**config.mk**
```make
export PLATFORM = sky130hd
export DESIGN_NAME = ptc_top
export DESIGN_NICKNAME = d
export VERILOG_FILES = /design/src/hw/ptc_pkg.sv /design/src/hw/ptc_top.sv
export SDC_FILE = /design/constraint.sdc
export NUM_CORES = 2
export LEC_CHECK = 0
export ABC_AREA = 1
export ABC_CLOCK_PERIOD_IN_PS = 29300
export BUFFER_PORTS_ARGS = -buffer_cell sky130_fd_sc_hd__buf_2
export CAP_MARGIN = 20
export CORE_MARGIN = 2
export CORE_UTILIZATION = 40
export CTS_BUF_LIST = sky130_fd_sc_hd__clkbuf_4
export DETAILED_ROUTE_END_ITERATION = 16
export PLACE_DENSITY = 0.51
export SETUP_SLACK_MARGIN = 0.2
export SLEW_MARGIN = 20
export SYNTH_ARGS = -nofsm -noshare
export SYNTH_HDL_FRONTEND = slang
export SYNTH_SLANG_ARGS = --single-unit
```
**constraint.sdc**
```tcl
create_clock -name CORE_CLK_I -period 29.3 [get_ports CORE_CLK_I]
set_input_delay 5.86 -clock CORE_CLK_I [delete_from_list [all_inputs] [get_ports CORE_CLK_I]]
set_output_delay 5.86 -clock CORE_CLK_I [all_outputs]
set_load 0.01 [all_outputs]
```
**src/hw/ptc_pkg.sv**
```systemverilog
// Purpose: constants and types of the pulse trigger controller
// Assumes: 100 MHz core clock, APB register access
// Notes: times are in ns, cycle counts derive from them
package ptc_pkg;
    // clock and timing
    localparam int CLK_HZ = 100_000_000;
    localparam int CLK_NS = 10;
    localparam int PULSE_NS = 100;
    localparam int PULSE_CYC = (PULSE_NS + CLK_NS - 1) / CLK_NS;
    localparam int MON_NS = 50;
    localparam int MON_CYC = (MON_NS + CLK_NS - 1) / CLK_NS;
    localparam int RESTART_NS = 10_000;
    localparam int RESTART_CYC = (RESTART_NS + CLK_NS - 1) / CLK_NS;
    localparam int MEAS_GATE_NS = 1_000_000_000;
    localparam int MEAS_GATE_CYC = MEAS_GATE_NS / CLK_NS;
    // rates and fault code
    localparam logic [31:0] RATE_RST = 32'h0000_03E8;
    localparam logic [31:0] RATE_MAX = 32'h0000_2710;
    localparam logic [31:0] FAULT_RATE = 32'h0000_0BBA;
    // register byte offsets
    localparam logic [7:0] ADDR_RX = 8'h00;
    localparam logic [7:0] ADDR_TX = 8'h04;
    localparam logic [7:0] ADDR_STATUS = 8'h08;
    localparam logic [7:0] ADDR_SETPOINT = 8'h0C;
    localparam logic [7:0] ADDR_MEASURED = 8'h10;
    // character codes and buffer sizes
    localparam logic [7:0] CHR_CR = 8'h0D;
    localparam logic [7:0] CHR_LF = 8'h0A;
    localparam logic [7:0] CHR_0 = 8'h30;
    localparam logic [7:0] CHR_9 = 8'h39;
    localparam logic [7:0] CHR_DOT = 8'h2E;
    localparam int LINE_LEN = 16;
    localparam int TX_LEN = 32;
    localparam int ERR_LEN = 13;
    // command and reply texts
    localparam logic [31:0] CMD_SIF = "sif ";
    localparam logic [31:0] CMD_GIF = "gif?";
    localparam logic [31:0] CMD_RLF = "rlf?";
    localparam logic [31:0] CMD_GLT = "glt?";
    localparam logic [15:0] CMD_F = "f?";
    localparam logic [15:0] CMD_CF = "cf";
    localparam logic [95:0] CMD_SLT_INT = "slt internal";
    localparam logic [95:0] CMD_SLT_EXT = "slt external";
    localparam logic [71:0] CMD_SLT_GATE = "slt gated";
    localparam logic [15:0] STR_OK = "OK";
    localparam logic [103:0] STR_ERR = "Syntax error:";
    localparam logic [63:0] STR_INT = "Internal";
    localparam logic [63:0] STR_EXT = "External";
    localparam logic [39:0] STR_GATE = "Gated";
    // modes, parser states, bus carriers
    typedef enum logic [1:0] {TRIG_INT, TRIG_EXT, TRIG_GATE} ptc_mode_type;
    typedef enum logic {CS_IDLE, CS_CONV} ptc_cmd_state_type;
    typedef struct packed {
        logic psel;
        logic penable;
        logic pwrite;
        logic [7:0] paddr;
        logic [31:0] pwdata;
    } ptc_apb_req_type;
    typedef struct packed {
        logic [31:0] prdata;
        logic pready;
        logic pslverr;
    } ptc_apb_rsp_type;
endpackage

```
**src/hw/ptc_top.sv**
```systemverilog
// Purpose: trigger sequencer with ASCII command channel over APB
// Assumes: DETECT_I is synchronous to CORE_CLK_I, TRIG_I is synchronised in two stages
// Notes: host writes command characters, reads reply characters
`timescale 1ns/100ps
module ptc_top
#(
    parameter int GATE_CYC = ptc_pkg::MEAS_GATE_CYC
)
(
    input wire logic CORE_CLK_I,
    input wire logic RST_I,
    input wire ptc_pkg::ptc_apb_req_type APB_REQ_I,
    output ptc_pkg::ptc_apb_rsp_type APB_RSP_O,
    input wire logic TRIG_I,
    input wire logic DETECT_I,
    output logic PULSE_O,
    output logic MON_O
);
    ////////////////////////////////////////////////////////////////////
    // shared state
    ptc_pkg::ptc_mode_type mode, next_mode;
    logic [31:0] setpoint, next_setpoint;
    logic restart_req, next_restart_req;
    logic clear_req, next_clear_req;
    logic [31:0] measured, next_measured;
    logic fault, next_fault;

    ////////////////////////////////////////////////////////////////////
    // trigger generation, pulse shaping and rate measurement
    logic trig_s1, trig_s2, trig_s3;
    logic det_d;
    logic [31:0] acc, next_acc, step, next_step;
    logic [9:0] restart_cnt, next_restart_cnt;
    logic [3:0] pulse_cnt, next_pulse_cnt, mon_cnt, next_mon_cnt;
    logic next_pulse, next_mon;
    logic [31:0] gate_cnt, next_gate_cnt, tally, next_tally;
    logic [32:0] sum;
    logic tick, event_hit, fire, hold;

    // next values of the trigger path
    always_comb
    begin
        sum = {1'b0, acc} + {1'b0, step};
        tick = 1'b0;
        next_acc = sum[31:0];
        next_step = step;
        if (sum >= 33'(ptc_pkg::CLK_HZ))
        begin
            next_acc = 32'(sum - 33'(ptc_pkg::CLK_HZ));
            next_step = setpoint;
            tick = 1'b1;
        end
        unique case (mode)
            ptc_pkg::TRIG_INT: event_hit = tick;
            ptc_pkg::TRIG_EXT: event_hit = trig_s2 & ~trig_s3;
            ptc_pkg::TRIG_GATE: event_hit = tick & trig_s2;
            default: event_hit = 1'b0;
        endcase
        hold = restart_req || (restart_cnt != 10'h000)
            || (mode == ptc_pkg::TRIG_GATE && !trig_s2);
        next_restart_cnt = (restart_cnt == 10'h000) ? 10'h000
            : restart_cnt - 10'h001;
        if (restart_req)
        begin
            next_restart_cnt = 10'(ptc_pkg::RESTART_CYC);
        end
        if (hold)
        begin
            next_acc = 32'h0000_0000;
            next_step = setpoint;
            event_hit = 1'b0;
        end
        fire = event_hit && (pulse_cnt == 4'h0);
        next_pulse_cnt = (pulse_cnt == 4'h0) ? 4'h0 : pulse_cnt - 4'h1;
        if (fire)
        begin
            next_pulse_cnt = 4'(ptc_pkg::PULSE_CYC);
        end
        next_pulse = (next_pulse_cnt != 4'h0);
        next_mon_cnt = (mon_cnt == 4'h0) ? 4'h0 : mon_cnt - 4'h1;
        if (DETECT_I && !det_d)
        begin
            next_mon_cnt = 4'(ptc_pkg::MON_CYC);
        end
        next_mon = (next_mon_cnt != 4'h0);
        next_gate_cnt = gate_cnt + 32'h0000_0001;
        next_tally = tally + {31'h0, fire};
        next_measured = measured;
        next_fault = fault && !clear_req;
        if (gate_cnt == 32'(GATE_CYC - 1))
        begin
            next_gate_cnt = 32'h0000_0000;
            next_measured = next_tally;
            next_tally = 32'h0000_0000;
            if (next_measured > ptc_pkg::RATE_MAX)
            begin
                next_fault = 1'b1;
            end
        end
    end

    // registers of the trigger path
    always_ff @(posedge CORE_CLK_I)
    begin
        if (RST_I)
        begin
            trig_s1 <= 1'b0;
            trig_s2 <= 1'b0;
            trig_s3 <= 1'b0;
            det_d <= 1'b0;
            acc <= 32'h0000_0000;
            step <= ptc_pkg::RATE_RST;
            restart_cnt <= 10'h000;
            pulse_cnt <= 4'h0;
            mon_cnt <= 4'h0;
            PULSE_O <= 1'b0;
            MON_O <= 1'b0;
            gate_cnt <= 32'h0000_0000;
            tally <= 32'h0000_0000;
            measured <= 32'h0000_0000;
            fault <= 1'b0;
        end
        else
        begin
            trig_s1 <= TRIG_I;
            trig_s2 <= trig_s1;
            trig_s3 <= trig_s2;
            det_d <= DETECT_I;
            acc <= next_acc;
            step <= next_step;
            restart_cnt <= next_restart_cnt;
            pulse_cnt <= next_pulse_cnt;
            mon_cnt <= next_mon_cnt;
            PULSE_O <= next_pulse;
            MON_O <= next_mon;
            gate_cnt <= next_gate_cnt;
            tally <= next_tally;
            measured <= next_measured;
            fault <= next_fault;
        end
    end

    ////////////////////////////////////////////////////////////////////
    // command channel: line capture, parsing, reply and APB slave
    ptc_pkg::ptc_cmd_state_type state, next_state;
    logic [127:0] line_vec, next_line_vec;
    logic [4:0] line_len, next_line_len;
    logic line_ovf, next_line_ovf, cr_seen, next_cr_seen;
    logic line_done, next_line_done, num_bad, next_num_bad;
    logic [31:0] num_acc, next_num_acc, conv, next_conv;
    logic [7:0] tx_buf [ptc_pkg::TX_LEN];
    logic [7:0] next_tx_buf [ptc_pkg::TX_LEN];
    logic [5:0] tx_rd, next_tx_rd, tx_len, next_tx_len;
    logic [4:0] wr_pos, next_wr_pos;
    ptc_pkg::ptc_apb_rsp_type next_rsp;
    logic tx_avail, setup, wr_acc, rd_acc;
    logic [7:0] ch;
    logic [103:0] str_val;
    logic [4:0] str_n;
    logic str_go, num_go, frac;
    logic [31:0] num_val;

    // next values of the command channel
    always_comb
    begin
        next_state = state;
        next_line_vec = line_vec;
        next_line_len = line_len;
        next_line_ovf = line_ovf;
        next_cr_seen = cr_seen;
        next_line_done = line_done;
        next_num_bad = num_bad;
        next_num_acc = num_acc;
        next_conv = conv;
        next_tx_buf = tx_buf;
        next_tx_rd = tx_rd;
        next_tx_len = tx_len;
        next_wr_pos = wr_pos;
        next_mode = mode;
        next_setpoint = setpoint;
        next_restart_req = 1'b0;
        next_clear_req = 1'b0;
        str_val = 104'h0;
        str_n = 5'h00;
        str_go = 1'b0;
        num_go = 1'b0;
        frac = 1'b0;
        num_val = 32'h0000_0000;
        tx_avail = (tx_rd < tx_len);
        ch = APB_REQ_I.pwdata[7:0];
        setup = APB_REQ_I.psel && !APB_REQ_I.penable;
        wr_acc = APB_REQ_I.psel && APB_REQ_I.penable && APB_RSP_O.pready
            && APB_REQ_I.pwrite;
        rd_acc = APB_REQ_I.psel && APB_REQ_I.penable && APB_RSP_O.pready
            && !APB_REQ_I.pwrite;
        // bus answer prepared in the setup cycle, zero wait states
        next_rsp.pready = setup;
        next_rsp.pslverr = 1'b0;
        next_rsp.prdata = 32'h0000_0000;
        if (setup)
        begin
            case (APB_REQ_I.paddr)
                ptc_pkg::ADDR_RX: next_rsp.prdata = 32'h0000_0000;
                ptc_pkg::ADDR_TX: next_rsp.prdata = {23'h0, tx_avail,
                    tx_avail ? tx_buf[tx_rd[4:0]] : 8'h00};
                ptc_pkg::ADDR_STATUS: next_rsp.prdata = {27'h0,
                    line_done || state != ptc_pkg::CS_IDLE, tx_avail,
                    fault, mode};
                ptc_pkg::ADDR_SETPOINT: next_rsp.prdata = setpoint;
                ptc_pkg::ADDR_MEASURED: next_rsp.prdata = measured;
                default: next_rsp.pslverr = 1'b1;
            endcase
        end
        // pop only a character that the read actually carried
        if (rd_acc && APB_REQ_I.paddr == ptc_pkg::ADDR_TX
            && APB_RSP_O.prdata[8])
        begin
            next_tx_rd = tx_rd + 6'h01;
        end
        // command character from the host
        if (wr_acc && APB_REQ_I.paddr == ptc_pkg::ADDR_RX && !line_done)
        begin
            if (cr_seen && ch == ptc_pkg::CHR_LF)
            begin
                next_line_done = 1'b1;
            end
            else if (ch == ptc_pkg::CHR_CR)
            begin
                next_cr_seen = 1'b1;
            end
            else
            begin
                next_cr_seen = 1'b0;
                if (line_len == 5'(ptc_pkg::LINE_LEN))
                begin
                    next_line_ovf = 1'b1;
                end
                else
                begin
                    next_line_vec = {line_vec[119:0], ch};
                    next_line_len = line_len + 5'h01;
                end
                if (line_len >= 5'h04)
                begin
                    if (ch >= ptc_pkg::CHR_0 && ch <= ptc_pkg::CHR_9)
                    begin
                        next_num_acc = 32'(num_acc * 32'h0000_000A
                            + {24'h0, ch - ptc_pkg::CHR_0});
                    end
                    else
                    begin
                        next_num_bad = 1'b1;
                    end
                end
            end
        end
        // decode a complete line once the previous reply is drained
        if (state == ptc_pkg::CS_IDLE && line_done && !tx_avail)
        begin
            next_line_done = 1'b0;
            next_line_len = 5'h00;
            next_line_vec = 128'h0;
            next_line_ovf = 1'b0;
            next_cr_seen = 1'b0;
            next_num_acc = 32'h0000_0000;
            next_num_bad = 1'b0;
            str_go = 1'b1;
            str_val = 104'(ptc_pkg::STR_OK);
            str_n = 5'h02;
            if (line_ovf)
            begin
                str_n = 5'h00;
            end
            else if (line_len >= 5'h05 && !num_bad
                && line_vec[8 * line_len - 1 -: 32] == ptc_pkg::CMD_SIF)
            begin
                next_setpoint = num_acc;
            end
            else if (line_len == 5'h04 && line_vec[31:0] == ptc_pkg::CMD_GIF)
            begin
                num_go = 1'b1;
                num_val = setpoint;
            end
            else if (line_len == 5'h04 && line_vec[31:0] == ptc_pkg::CMD_RLF)
            begin
                num_go = 1'b1;
                num_val = measured;
                frac = 1'b1;
            end
            else if (line_len == 5'h0C
                && line_vec[95:0] == ptc_pkg::CMD_SLT_INT)
            begin
                next_mode = ptc_pkg::TRIG_INT;
            end
            else if (line_len == 5'h0C
                && line_vec[95:0] == ptc_pkg::CMD_SLT_EXT)
            begin
                next_mode = ptc_pkg::TRIG_EXT;
            end
            else if (line_len == 5'h09
                && line_vec[71:0] == ptc_pkg::CMD_SLT_GATE)
            begin
                next_mode = ptc_pkg::TRIG_GATE;
            end
            else if (line_len == 5'h04 && line_vec[31:0] == ptc_pkg::CMD_GLT)
            begin
                str_val = (mode == ptc_pkg::TRIG_INT)
                    ? 104'(ptc_pkg::STR_INT)
                    : (mode == ptc_pkg::TRIG_EXT) ? 104'(ptc_pkg::STR_EXT)
                    : 104'(ptc_pkg::STR_GATE);
                str_n = (mode == ptc_pkg::TRIG_GATE) ? 5'h05 : 5'h08;
            end
            else if (line_len == 5'h02 && line_vec[15:0] == ptc_pkg::CMD_F)
            begin
                num_go = 1'b1;
                num_val = fault ? ptc_pkg::FAULT_RATE : 32'h0000_0000;
            end
            else if (line_len == 5'h02 && line_vec[15:0] == ptc_pkg::CMD_CF)
            begin
                next_clear_req = 1'b1;
            end
            else
            begin
                str_n = 5'h00;
            end
            next_restart_req = (next_mode != mode);
            if (num_go)
            begin
                str_go = 1'b0;
                next_state = ptc_pkg::CS_CONV;
                next_conv = num_val;
                next_tx_buf[ptc_pkg::TX_LEN - 1] = ptc_pkg::CHR_CR;
                next_tx_buf[ptc_pkg::TX_LEN - 2] = ptc_pkg::CHR_0;
                next_tx_buf[ptc_pkg::TX_LEN - 3] = ptc_pkg::CHR_DOT;
                next_wr_pos = frac ? 5'h1C : 5'h1E;
                next_tx_len = 6'(ptc_pkg::TX_LEN);
                next_tx_rd = 6'(ptc_pkg::TX_LEN);
            end
            else if (str_n == 5'h00)
            begin
                // error prefix, then the offending line
                str_go = 1'b0;
                for (int k = 0; k < ptc_pkg::ERR_LEN; k++)
                begin
                    next_tx_buf[k] =
                        ptc_pkg::STR_ERR[8 * (ptc_pkg::ERR_LEN - 1 - k) +: 8];
                end
                for (int k = 0; k < ptc_pkg::LINE_LEN; k++)
                begin
                    if (k < int'(line_len))
                    begin
                        next_tx_buf[ptc_pkg::ERR_LEN + k] =
                            line_vec[8 * (int'(line_len) - 1 - k) +: 8];
                    end
                end
                next_tx_buf[5'(ptc_pkg::ERR_LEN) + line_len] =
                    ptc_pkg::CHR_CR;
                next_tx_rd = 6'h00;
                next_tx_len = 6'(ptc_pkg::ERR_LEN) + {1'b0, line_len}
                    + 6'h01;
            end
        end
        // plain text replies
        if (str_go)
        begin
            for (int k = 0; k < ptc_pkg::ERR_LEN; k++)
            begin
                if (k < int'(str_n))
                begin
                    next_tx_buf[k] = str_val[8 * (int'(str_n) - 1 - k) +: 8];
                end
            end
            next_tx_buf[str_n] = ptc_pkg::CHR_CR;
            next_tx_rd = 6'h00;
            next_tx_len = {1'b0, str_n} + 6'h01;
        end
        // decimal digits written from the tail downwards
        if (state == ptc_pkg::CS_CONV)
        begin
            next_tx_buf[wr_pos] = 8'(conv % 32'h0000_000A) + ptc_pkg::CHR_0;
            next_conv = conv / 32'h0000_000A;
            next_wr_pos = wr_pos - 5'h01;
            if (conv < 32'h0000_000A)
            begin
                next_tx_rd = {1'b0, wr_pos};
                next_state = ptc_pkg::CS_IDLE;
            end
        end
    end

    // registers of the command channel
    always_ff @(posedge CORE_CLK_I)
    begin
        if (RST_I)
        begin
            state <= ptc_pkg::CS_IDLE;
            line_vec <= 128'h0;
            line_len <= 5'h00;
            line_ovf <= 1'b0;
            cr_seen <= 1'b0;
            line_done <= 1'b0;
            num_bad <= 1'b0;
            num_acc <= 32'h0000_0000;
            conv <= 32'h0000_0000;
            tx_buf <= '{default: 8'h00};
            tx_rd <= 6'h00;
            tx_len <= 6'h00;
            wr_pos <= 5'h00;
            mode <= ptc_pkg::TRIG_INT;
            setpoint <= ptc_pkg::RATE_RST;
            restart_req <= 1'b0;
            clear_req <= 1'b0;
            APB_RSP_O <= '0;
        end
        else
        begin
            state <= next_state;
            line_vec <= next_line_vec;
            line_len <= next_line_len;
            line_ovf <= next_line_ovf;
            cr_seen <= next_cr_seen;
            line_done <= next_line_done;
            num_bad <= next_num_bad;
            num_acc <= next_num_acc;
            conv <= next_conv;
            tx_buf <= next_tx_buf;
            tx_rd <= next_tx_rd;
            tx_len <= next_tx_len;
            wr_pos <= next_wr_pos;
            mode <= next_mode;
            setpoint <= next_setpoint;
            restart_req <= next_restart_req;
            clear_req <= next_clear_req;
            APB_RSP_O <= next_rsp;
        end
    end
endmodule // ptc_top

```
==> metrics.md <==
| Metric | Value |
|---|---|
| Leak | `about 0.026 uW` |
| Hold WS | `~0.41 ns` |
| Slew @ Worst Pin | `1.37 ns` |
| Routability cong. | `1.10` |
| Slowest stage delay, CP | `approximately 0.66 ns` |
| Synth Area in Compound Gates | `30.0%` |
| FMAX | `86.0 MHz` |
| Pwr dens | `40.1 nW/um2` |
| WL/cell | `~28 um` |
| Yosys reg bits | `730` |
| Cts repair resizes | `0` |
| Mapped Area | `59,300 um2` |
| # IOs | `between 80 and 90` |
| Cell taking the most area after synthesis | `dfxtp_1` |
| Layout cells sized above 1 | `8.88%` |
| Main combinational cell family by area after synthesis | `compound AO/OA/AOI/OAI gates` |
| Sink Count | `730` |
| CTS tree | `yes` |
| DR vias | `72,000` |
| CP most frequent cell | `nand2_2` |
| Max-cap viol count | `0` |
| Class of the worst hold path | `reg -> reg` |
| First-pass GRT wire length | `461,000 um` |
| Slew Limit Fails | `0` |
| Finish-stage setup viols | `0` |
| Die area | `151,000 um2` |
| Post-synthesis adder-cell area fraction | `under 10%` |
| RSZ-0062 raised after global routing | `false` |
| Syn avg cell area | `between 6 and 7 um2` |
| Post-Synthesis Cells | `9,626` |
| Post-CTS Setup Inserts | `0` |
| Cts hold-fix bufs | `0` |
| CTS max path bufs | `3` |
| CP max-delay cell | `nand2_4` |
| Yosys cell types | `just under 80` |
| Die Ht | `389 um` |
| Synth Area in XOR/XNOR | `2.29%` |
| Htree depth | `4` |
| Vias in the first global route | `65,400` |
| Clock transition at path regs | `0.07 ns` |
| Synth Flop Type | `dfxtp_1` |
| Critical path class | `reg -> reg` |
| Number of port buffers | `58` |
| Clk Latency, worst-skew pair | `1.25 ns` |
| Chip width | `389 um` |
| Post-synth ARST share | `0%` |
| Initial antenna violation count | `21` |
| DRC | `0` |
| Slew headroom | `under 10%` |
| Starting Density | `40.2%` |
| Crit path DAT | `around 13 ns` |
| Core Footprint | `approximately 150,000 um2` |
| Setup TNS Final | `0 ns` |
| Peak supply drop | `0.0000827 V` |
| Final Hold Viols | `0` |
| Total CTS buffers | `211` |
| Final Cycle Share | `39.7%` |
| Nature of the critical path startpoint | `flip-flop` |
| Ranking of synthesized cells by area | `dfxtp_1 25%, nand2_1 12%, o21ai_0 8.6%, a21oi_1 8.2%, inv_1 7.1%` |
| Critical Path RT | `30.45 ns` |
| Vias per inst | `6.24` |
| Simple-Gate Fraction of Synth Area | `27.4%` |
| Post-DRT Antenna Nets | `0` |
| Critical-path maximum fanout | `23` |
| Root Buffer | `clkbuf_4` |
| Total global routing overflow | `0` |
| Type of destination of the critical path | `flip-flop` |
| DPL Wire Length | `240,000 um` |
| Status | `finished clean` |
| Share of the yosys chip area belonging to registers | `about a quarter` |
| Layout net count | `9,657` |
| # rows | `141` |
| Post-route minimum period | `between 10 and 15 ns` |
| Routed wire length | `around 320,000 um` |
| EDFF count, synth | `0` |
| Mux cell area share after synthesis | `0.0845%` |
| Drt initial violations | `10,400` |
| Pin count of the biggest net entering global routing | `156` |
| YS warnings | `2` |
| Drt first pass iters | `8` |
| Share of the synthesized area in the top cell type | `~25%` |
| GRT Util Overall | `41.1%` |
| Final clock skew | `0.0878 ns` |
| P&R area growth vs syn | `7.47%` |
power breakdown:
| group | switching, uW | internal [uW] |
|---|---|---|
| clock | 500 | 495 |
| combinational | 351 | 146 |
| sequential | 24.3 | 1040 |
critical path: cells and delay by family, from the launching register on:
family	cells	cell delay, ns
flops	1	0.54
simple gates	93	9.00
buf+inv	14	0.96
compound gates	5	0.95
cell families (layout without fill, tap and decap cells):
logic type	count (synthesis)	after routing
AND/OR/NAND/NOR	3710	3710
AO/OA/AOI/OAI	3018	3018
buffers and inverters	1838	1802
flip-flops	730	730
adder cells (fa/ha/maj)	169	169
XOR/XNOR	155	155
multiplexers	5	5
other	1	18
placed cells by master, fill, tap and decap left out, types with 144 or more instances in the layout:
master / count
nand2_1: 1841
inv_1: 1117
o21ai_0: 1021
a21oi_1: 970
dfxtp_1: 725
nor2_1: 701
nand3_1: 568
clkbuf_4: 304
o211ai_1: 192
buf_4: 181
ha_1: 164
nand4_1: 155
a31oi_1: 147
nor3_1: 144
layer usage:
metal	global-route usage, %	wire length, um	vias up	share of wire, %
li1	-	-	32800	-
met1	53.8	131000	34000	40
met2	59.1	131000	4324	41
met3	12.5	39500	871	12
met4	24.1	22000	22	6.8
met5	0.128	153	-	0.047
cell usage after synthesis (24+ instances only):
library cell / number
xor2_1: 118
nand2_2: 79
nand4_1: 155
o311ai_0: 57
nor3_1: 145
a211oi_1: 60
nand2_4: 25
o21ai_2: 24
nand3_2: 27
a221oi_1: 75
inv_1: 1127
a21oi_1: 972
o2111ai_1: 42
a22oi_1: 32
nand2_1: 1851
o221ai_1: 67
o211ai_1: 192
dfxtp_1: 730
o21bai_1: 48
o21ai_1: 32
o21ai_0: 1023
o31ai_1: 50
inv_2: 48
o22ai_1: 94
nand3_1: 569
clkbuf_1: 528
ha_1: 166
nor4_1: 83
xnor2_1: 37
a31oi_1: 147
nor2_1: 712
buf_1: 74
sequential cells by signal (all words and copies together), names as in the netlist, 2 cells and up:
| register | count |
|---|---|
| APB_RSP_O | 34 |
| acc | 32 |
| conv | 32 |
| gate_cnt | 32 |
| line_len | 5 |
| line_vec | 128 |
| measured | 32 |
| mode | 2 |
| mon_cnt | 4 |
| num_acc | 32 |
| pulse_cnt | 4 |
| restart_cnt | 10 |
| setpoint | 32 |
| step | 32 |
| tally | 32 |
| tx_buf | 256 |
| tx_len | 6 |
| tx_rd | 6 |
| wr_pos | 5 |
metrics by stage:
step / util (%) / worst slack (ns) / std cells / area [um2] / total power [uW]
finish: 43.2 / 17.67 / 11500 / 63700 / 2550
CTS: 43.1 / 17.75 / 11500 / 63600 / 2560
detailed placement: 41.3 / 17.80 / 11200 / 60900 / 1570
floorplan: - / 19.59 / 9627 / 59300 / 1430
global route: 43.2 / 16.42 / 11500 / 63700 / 2700
global placement: 41.3 / 18.09 / 11200 / 60900 / 1560
final timing paths:
kind,from,end,slack [ns],cells past startpoint
max reg2reg,conv[31],tx_buf[1],17.67,112
max,conv[31],tx_buf[1],17.67,112
min reg2reg,restart_cnt[0],restart_cnt[0],0.41,1
min,restart_cnt[0],restart_cnt[0],0.41,1
layout make-up:
type / count / area [um2]
timing repair buffer: 242 / 1700
fill: 16200 / 83800
clock buffer: 303 / 2270
antenna: 16 / 40.0
tap: 1930 / 2410
inverter: 1197 / 4530
multi-input combinational: 7059 / 37700
sequential: 730 / 14600
clock inverter: 60 / 368
Note: power is estimated with default switching activity, not from simulation.
